File: config.mk
export PLATFORM = sky130hd
export DESIGN_NAME = eight_bit_timer
export DESIGN_NICKNAME = d
export VERILOG_FILES = /design/src/rtl/timer_pkg.sv /design/src/rtl/timer_tick_if.sv /design/src/rtl/timer_clock_gen.sv /design/src/rtl/eight_bit_timer.sv
export VERILOG_INCLUDE_DIRS = /design/src /design/src/rtl
export SDC_FILE = /design/constraint.sdc
export NUM_CORES = 1
export LEC_CHECK = 0
export ABC_AREA = 1
export BUFFER_PORTS_ARGS = -buffer_cell sky130_fd_sc_hd__buf_2
export CAP_MARGIN = 30
export CORE_ASPECT_RATIO = 0.9
export CORE_MARGIN = 4
export CORE_UTILIZATION = 60
export DETAILED_ROUTE_END_ITERATION = 10
export PLACE_DENSITY = 0.83
export SLEW_MARGIN = 20
export SYNTH_ARGS = -nofsm -noshare
export SYNTH_HDL_FRONTEND = slang
export SYNTH_SLANG_ARGS = --single-unit
File: constraint.sdc
create_clock -name core_clk_in -period 3.3 [get_ports core_clk_in]
set_clock_uncertainty 0.15 [all_clocks]
set_input_delay 0.33 -clock core_clk_in [delete_from_list [all_inputs] [get_ports core_clk_in]]
set_output_delay 0.33 -clock core_clk_in [all_outputs]
set_load 0.005 [all_outputs]
File: src/rtl/timer_cfg.svh
// Offsets, field positions, reset values and divider masks of the 8-bit timer
`ifndef TIMER_CFG_SVH
`define TIMER_CFG_SVH

// ------------------------------------------------------------
// Register offsets on the special function register port
// ------------------------------------------------------------
`define TIMER_CONTROL_ADDR 8'hE1
`define REFERENCE_VALUE_ADDR 8'hE2
`define COUNT_VALUE_ADDR 8'hE3

// ------------------------------------------------------------
// Control register fields and reset value
// ------------------------------------------------------------
`define TIMER_CONTROL_RESET 8'h00
`define CTL_CLK_SEL_HI 7
`define CTL_CLK_SEL_LO 6
`define CTL_MODE_HI 5
`define CTL_MODE_LO 4
`define CTL_CLEAR_COUNT_BIT 3
`define CTL_OVF_EN_BIT 2
`define CTL_MATCH_EN_BIT 1
`define CTL_MATCH_CLR_BIT 0
// Bits that hold state; clear strobes read as zero
`define CTL_STORED_MASK 8'hF6

// ------------------------------------------------------------
// Counter and prescaler constants
// ------------------------------------------------------------
`define COUNT_RESET 8'h00
`define COUNT_TOP 8'hFF
`define PRESCALE_WIDTH 10
`define DIV1024_MASK 10'h3FF
`define DIV256_MASK 10'h0FF
`define DIV64_MASK 10'h03F

`endif

File: src/rtl/timer_pkg.sv
// Types shared by the 8-bit timer modules
package timer_pkg;

	// Operating mode, Gray coded along interval, capture, PWM
	typedef enum logic [1:0] {
		MODE_INTERVAL = 2'h0,
		MODE_CAPTURE_FALL = 2'h1,
		MODE_CAPTURE_RISE = 2'h3,
		MODE_PWM = 2'h2
	} timer_mode_e;

	// Timer clock source
	typedef enum logic [1:0] {
		CLK_DIV1024 = 2'h0,
		CLK_DIV256 = 2'h1,
		CLK_DIV64 = 2'h3,
		CLK_EXTERNAL = 2'h2
	} clock_sel_e;

endpackage

File: src/rtl/timer_tick_if.sv
// Timer tick and capture edge carrier between clock generator and core
`timescale 1ns/1ps
`default_nettype none

interface timer_tick_if;
	import timer_pkg::*;
	clock_sel_e clk_sel;
	logic tick;
	logic cap_rise;
	logic cap_fall;
	modport gen (input clk_sel, output tick, output cap_rise, output cap_fall);
	modport core (output clk_sel, input tick, input cap_rise, input cap_fall);
endinterface

`default_nettype wire

File: src/rtl/timer_clock_gen.sv
// Prescaler, clock multiplexer and pin synchronisers of the 8-bit timer
`timescale 1ns/1ps
`default_nettype none
`include "timer_cfg.svh"

module timer_clock_gen
	import timer_pkg::*;
(
	input wire logic core_clk_in,
	input wire logic rst_in,
	input wire logic ext_clock_pin_in,
	input wire logic capture_in_pin_in,
	timer_tick_if.gen tick_port
);

	typedef struct packed {
		logic [`PRESCALE_WIDTH-1:0] prescale;
		logic [1:0] ext_sync;
		logic ext_prev;
		logic [1:0] cap_sync;
		logic cap_prev;
	} gen_state_s;

	gen_state_s state;
	gen_state_s next_state;
	logic div_hit;

	// ------------------------------------------------------------
	// Clock source selection
	// ------------------------------------------------------------
	always_comb begin
		case (tick_port.clk_sel)
			CLK_DIV1024: div_hit = (state.prescale & `DIV1024_MASK) == `DIV1024_MASK;
			CLK_DIV256: div_hit = (state.prescale & `DIV256_MASK) == `DIV256_MASK;
			CLK_DIV64: div_hit = (state.prescale & `DIV64_MASK) == `DIV64_MASK;
			CLK_EXTERNAL: div_hit = state.ext_sync[1] & ~state.ext_prev;
			default: div_hit = 1'b0;
		endcase
	end

	// Next state: free prescaler, two-stage pin synchronisers
	always_comb begin
		next_state = state;
		next_state.prescale = state.prescale + `PRESCALE_WIDTH'(1);
		next_state.ext_sync = {state.ext_sync[0], ext_clock_pin_in};
		next_state.ext_prev = state.ext_sync[1];
		next_state.cap_sync = {state.cap_sync[0], capture_in_pin_in};
		next_state.cap_prev = state.cap_sync[1];
	end

	// State register
	always_ff @(posedge core_clk_in or posedge rst_in) begin
		if (rst_in) begin
			state <= '0;
		end else begin
			state <= next_state;
		end
	end

	// Edge pulses on the synchronised side only
	assign tick_port.tick = div_hit;
	assign tick_port.cap_rise = state.cap_sync[1] & ~state.cap_prev;
	assign tick_port.cap_fall = ~state.cap_sync[1] & state.cap_prev;

endmodule // timer_clock_gen

`default_nettype wire

File: src/rtl/eight_bit_timer.sv
// 8-bit timer/counter with interval, PWM and capture modes
`timescale 1ns/1ps
`default_nettype none
`include "timer_cfg.svh"

module eight_bit_timer
	import timer_pkg::*;
(
	input wire logic core_clk_in,
	input wire logic rst_in,
	// Special function register port
	input wire logic [7:0] sfr_addr_in,
	input wire logic sfr_wr_in,
	input wire logic [7:0] sfr_wdata_in,
	output logic [7:0] sfr_rdata_out,
	// Interrupt requests and service acknowledges
	output logic overflow_irq_out,
	output logic match_capture_irq_out,
	input wire logic overflow_ack_in,
	input wire logic match_capture_ack_in,
	// Pins
	input wire logic ext_clock_pin_in,
	input wire logic capture_in_pin_in,
	input wire logic [1:0] port0_high_config_in,
	output logic toggle_out_pin_out,
	output logic toggle_out_pin_oe_n_out,
	output logic pwm_output_out
);

	typedef struct packed {
		logic [7:0] timer_control;
		logic [7:0] count_value;
		logic [7:0] reference_value;
		logic toggle;
		logic pwm_level;
		logic ovf_pending;
		logic match_pending;
		logic [7:0] rdata;
	} timer_state_s;

	timer_state_s state;
	timer_state_s next_state;
	timer_tick_if tick_bus();

	timer_mode_e mode;
	logic ctl_wr;
	logic ref_wr;
	logic counter_clear;
	logic match;
	logic overflow_event;
	logic match_event;
	logic capture_edge;

	// ------------------------------------------------------------
	// Prescaler and pin synchronisers
	// ------------------------------------------------------------
	timer_clock_gen u_clock_gen (
		.core_clk_in(core_clk_in),
		.rst_in(rst_in),
		.ext_clock_pin_in(ext_clock_pin_in),
		.capture_in_pin_in(capture_in_pin_in),
		.tick_port(tick_bus.gen)
	);

	// Control field decode
	assign tick_bus.clk_sel = clock_sel_e'(state.timer_control[`CTL_CLK_SEL_HI:`CTL_CLK_SEL_LO]);
	assign mode = timer_mode_e'(state.timer_control[`CTL_MODE_HI:`CTL_MODE_LO]);

	// ------------------------------------------------------------
	// Register port decode
	// ------------------------------------------------------------
	assign ctl_wr = sfr_wr_in && (sfr_addr_in == `TIMER_CONTROL_ADDR);
	assign ref_wr = sfr_wr_in && (sfr_addr_in == `REFERENCE_VALUE_ADDR);
	assign counter_clear = ctl_wr && sfr_wdata_in[`CTL_CLEAR_COUNT_BIT];

	// Match and event terms; overflow and compare events qualified by the timer tick, capture edges not
	assign match = state.count_value == state.reference_value;
	assign capture_edge = (mode == MODE_CAPTURE_RISE) ? tick_bus.cap_rise :
		(mode == MODE_CAPTURE_FALL) ? tick_bus.cap_fall : 1'b0;
	assign overflow_event = tick_bus.tick && (state.count_value == `COUNT_TOP) &&
		!(mode == MODE_INTERVAL && match) && !counter_clear;
	always_comb begin
		case (mode)
			MODE_INTERVAL: match_event = tick_bus.tick && match;
			MODE_PWM: match_event = tick_bus.tick && match;
			MODE_CAPTURE_FALL: match_event = capture_edge;
			MODE_CAPTURE_RISE: match_event = capture_edge;
			default: match_event = 1'b0;
		endcase
	end

	// ------------------------------------------------------------
	// Next state
	// ------------------------------------------------------------
	always_comb begin
		next_state = state;

		// Control register; clear strobes are not stored
		if (ctl_wr) begin
			next_state.timer_control = sfr_wdata_in & `CTL_STORED_MASK;
		end

		// Counter: clear strobe wins, else advance on tick, or return to zero on a tick with an interval match
		if (counter_clear) begin
			next_state.count_value = `COUNT_RESET;
		end else if (tick_bus.tick) begin
			if (mode == MODE_INTERVAL && match) begin
				next_state.count_value = `COUNT_RESET;
			end else begin
				next_state.count_value = state.count_value + 8'h01;
			end
		end

		// Reference: captured value wins over a software write
		if (capture_edge) begin
			next_state.reference_value = state.count_value;
		end else if (ref_wr) begin
			next_state.reference_value = sfr_wdata_in;
		end

		// Interval toggle output
		if (mode == MODE_INTERVAL && tick_bus.tick && match && !counter_clear) begin
			next_state.toggle = ~state.toggle;
		end

		// PWM level registered from the current compare
		next_state.pwm_level = state.reference_value > state.count_value;

		// Overflow pending: service ack clears, a new event wins
		if (overflow_event) begin
			next_state.ovf_pending = 1'b1;
		end else if (overflow_ack_in) begin
			next_state.ovf_pending = 1'b0;
		end

		// Match/capture pending: ack or software clear, event wins unless a counter clear strobe comes with it
		if (match_event && !counter_clear) begin
			next_state.match_pending = 1'b1;
		end else if (match_capture_ack_in) begin
			next_state.match_pending = 1'b0;
		end else if (ctl_wr && sfr_wdata_in[`CTL_MATCH_CLR_BIT]) begin
			next_state.match_pending = 1'b0;
		end

		// Registered read data
		case (sfr_addr_in)
			`TIMER_CONTROL_ADDR: next_state.rdata = state.timer_control;
			`REFERENCE_VALUE_ADDR: next_state.rdata = state.reference_value;
			`COUNT_VALUE_ADDR: next_state.rdata = state.count_value;
			default: next_state.rdata = 8'h00;
		endcase
	end

	// ------------------------------------------------------------
	// State register
	// ------------------------------------------------------------
	always_ff @(posedge core_clk_in or posedge rst_in) begin
		if (rst_in) begin
			state.timer_control <= `TIMER_CONTROL_RESET;
			state.count_value <= `COUNT_RESET;
			state.reference_value <= 8'h00;
			state.toggle <= 1'b0;
			state.pwm_level <= 1'b0;
			state.ovf_pending <= 1'b0;
			state.match_pending <= 1'b0;
			state.rdata <= 8'h00;
		end else begin
			state <= next_state;
		end
	end

	// ------------------------------------------------------------
	// Outputs
	// ------------------------------------------------------------
	// Requests gated by their enables
	assign overflow_irq_out = state.ovf_pending && state.timer_control[`CTL_OVF_EN_BIT];
	assign match_capture_irq_out = state.match_pending && state.timer_control[`CTL_MATCH_EN_BIT];

	// Pin driven only when configured as push-pull output
	assign toggle_out_pin_oe_n_out = ~port0_high_config_in[1];
	assign toggle_out_pin_out = (mode == MODE_PWM) ? state.pwm_level : state.toggle;
	assign pwm_output_out = state.pwm_level;
	assign sfr_rdata_out = state.rdata;

endmodule // eight_bit_timer

`default_nettype wire

==> run summary <==
WP data required = 3350 ps
# setup viols final = 0
setup TNS = 0 ps
Crit path top cell by count = nor2_1
share of cells above drive strength 1 = 21.1%
hold endpoint = state[9]
Met1 Wirelength = 2610 um
Initial Util = 61.9%
commonest non-fill, non-tap cell in the layout = nand2_1
Gate Count Post-Synth = 321
final slew viol count = 0
crit start category = flip-flop
Sink Count = 50
Worst VDD drop = 0.272 mV
total CTS buffers = 5
First-pass DRT Iterations = 4
commonest cells after routing, fill and taps aside = nand2_1, dfrtp_1, inv_1
Critical R2R Launch = state[24]
antenna cells = 0
number of synthesis warnings = 0
CP Cell Sequence = inv_1, ha_1, nand2_1, nor2_1, nand3_1, nor2_1, nor2_1, nand3_1, nand2_1
Longest Clk Path Bufs = 2
worst reg2reg endpoint = state[9]
leak pwr = 1.54 nW
num rows = 23
final hold vios = 0
top routing layer used = met4
CP max FO = 7
min cycle time layout = 2110 ps
PwrDens = 413 mW/mm^2
clk root buf = clkbuf_8
largest net degree at the start of global routing = 29
Routed Antenna Nets = 0
die height = 72.3 um
via count = 2,244
vias in the first global route = 2,090
Worst path top cell family by delay = simple AND/OR/NAND/NOR gates
FF+latch count, synth = 50
met3 WL post-DR = 498 um
FILL cells = 371
Synth Cell Area = 0.00276 mm^2
vias per cell = 5.38
setup bufs post-CTS = 0
gpl congestion = 0.916
Max H-tree Level = 2
Critical Path End Type = flip-flop
R2R depth = 9
I/O pin count = 38
initial antenna violation count = 0
syn_nets = 356
worst skew pair latency = 310 ps
register area share after synthesis = 45.3%
DIE AREA = 0.00575 mm^2
unrepaired setup endpoints after global routing = no
DRC Markers = 0
gr ovfl total = 0
CP bufs+invs = 1
Layout Nets = 389
total power = 1.26 mW
Max-Cap Viols = 0
syn_area_per_cell = 8.60 um^2
Arr. time, crit path = 2160 ps
outcome = finished, final reports clean
Hold Crit Depth = 4
clk slew on worst S/H paths = 100 ps
total wire length = 5880 um
count of cell types in the netlist = 32
Tightest Pin Transition = 618 ps
HP Start = overflow_ack_in
Die Wd = 79.5 um
kind of critical path = reg -> reg
met2 routed WL = 2690 um
port bufs = 36
GRT Util Overall = 22.4%
detailed placer's ending HPWL = 4530 um
DRT iter0 DRCs = 177
Highest Clock Rate = 473 MHz
wire per inst = 14.1 um
first-pass GRT wire length = 9870 um
core area = 0.00446 mm^2
worst stage delay on the critical path = 480 ps
Slew headroom = 58.7%
fin crit share = 64.0%
worst min-delay path category = in -> reg
Area growth syn-to-layout = 10.9%
CTS tree = done
crit path max-delay cell type = dfrtp_1
r2r setup slk = 1190 ps
==> repair_timing <==
| action | 4_1_cts | 5_1_grt |
|---|---|---|
| resized for setup | 0 | 0 |
| hold buffers | 3 | 0 |
| hold endpoints to repair | 29 | 0 |
==> metrics by stage <==
stage          cells  instance area, um^2  hold WS, ps  util [%]  worst slack (ps)
2_1_floorplan    321                 2760          181         -              1620
3_3_place_gp     405                 2900          182      65.1              1340
3_5_place_dp     406                 2930          189      65.7              1280
4_1_cts          417                 3060          111      68.6              1230
5_1_grt          417                 3060          154      68.6              1040
6_report         417                 3060          113      68.6              1190
==> worst register-to-register path: stages, from the launching register on <==
cell and delay, ps:
dfrtp_1 480, inv_1 150, ha_1 300, nand2_1 50
nor2_1 180, nand3_1 180, nor2_1 230, nor2_1 120
nand3_1 100, nand2_1 60
==> cells by family after synthesis <==
group | after synthesis | synth area share [%]
AND/OR/NAND/NOR | 147 | 26.2
AO/OA/AOI/OAI | 42 | 10.2
XOR/XNOR | 10 | 3.17
adder cells (fa/ha/maj) | 10 | 4.53
flip-flops | 50 | 45.3
buffers and inverters | 62 | 10.7
==> how the worst max path moves through the flow <==
stage	start	end	slack (ps)	cells after the start
3_3_place_gp	state[24]	state[9]	1340	9
4_1_cts	state[24]	state[9]	1230	9
6_report	state[24]	state[9]	1190	9
2_1_floorplan	rst_in	mode[0]	1620	1
5_1_grt	state[24]	state[9]	1040	9
3_5_place_dp	state[24]	state[9]	1280	9
==> registers in the layout, indices dropped and copies added, names as in the netlist <==
signal / count
mode: 2
pwm_output_out: 1
sfr_rdata_out: 8
state: 23
u_clock_gen.next_state: 4
u_clock_gen.state: 12
==> final cells by class <==
cell class | instances | area (um^2) | share of cell area, %
clock buffers | 6 | 82.6 | 2.70
clock inverters | 2 | 16.3 | 0.531
inverters | 48 | 180 | 5.89
multi-input cells | 209 | 1210 | 39.7
flip-flops and latches | 50 | 1250 | 40.9
well taps | 62 | 77.6 | 2.53
repair buffers | 40 | 238 | 7.77
==> synthesized netlist by cell type (all sizes together) <==
master / count / area (um^2)
nand2: 72 / 283
dfrtp: 50 / 1250
inv: 48 / 180
nand3: 36 / 200
nor2: 25 / 126
o21ai: 24 / 143
buf: 14 / 114
nand4: 11 / 90.1
ha: 10 / 125
a21oi: 7 / 38.8
o221ai: 6 / 52.6
xor2: 6 / 52.6
xnor2: 4 / 35.0
nor3: 2 / 15.0
o22ai: 2 / 12.5
a21boi: 1 / 7.51
nand3b: 1 / 7.51
o21a: 1 / 7.51
o21bai: 1 / 18.8
==> metal layers <==
layer,vias to the layer above,track usage [%]
li1,1108,-
met1,1039,31.5
met2,84,35.8
met3,13,4.47
met4,0,5.92
met5,-,0
==> power breakdown <==
group / switching, mW / leakage (nW) / internal (mW)
clock network: 0.209 / 0.0478 / 0.173
registers: 0.0379 / 0.637 / 0.657
logic: 0.107 / 0.850 / 0.0783
total: 0.354 / 1.54 / 0.909
Power figures use the tool's default switching activity.
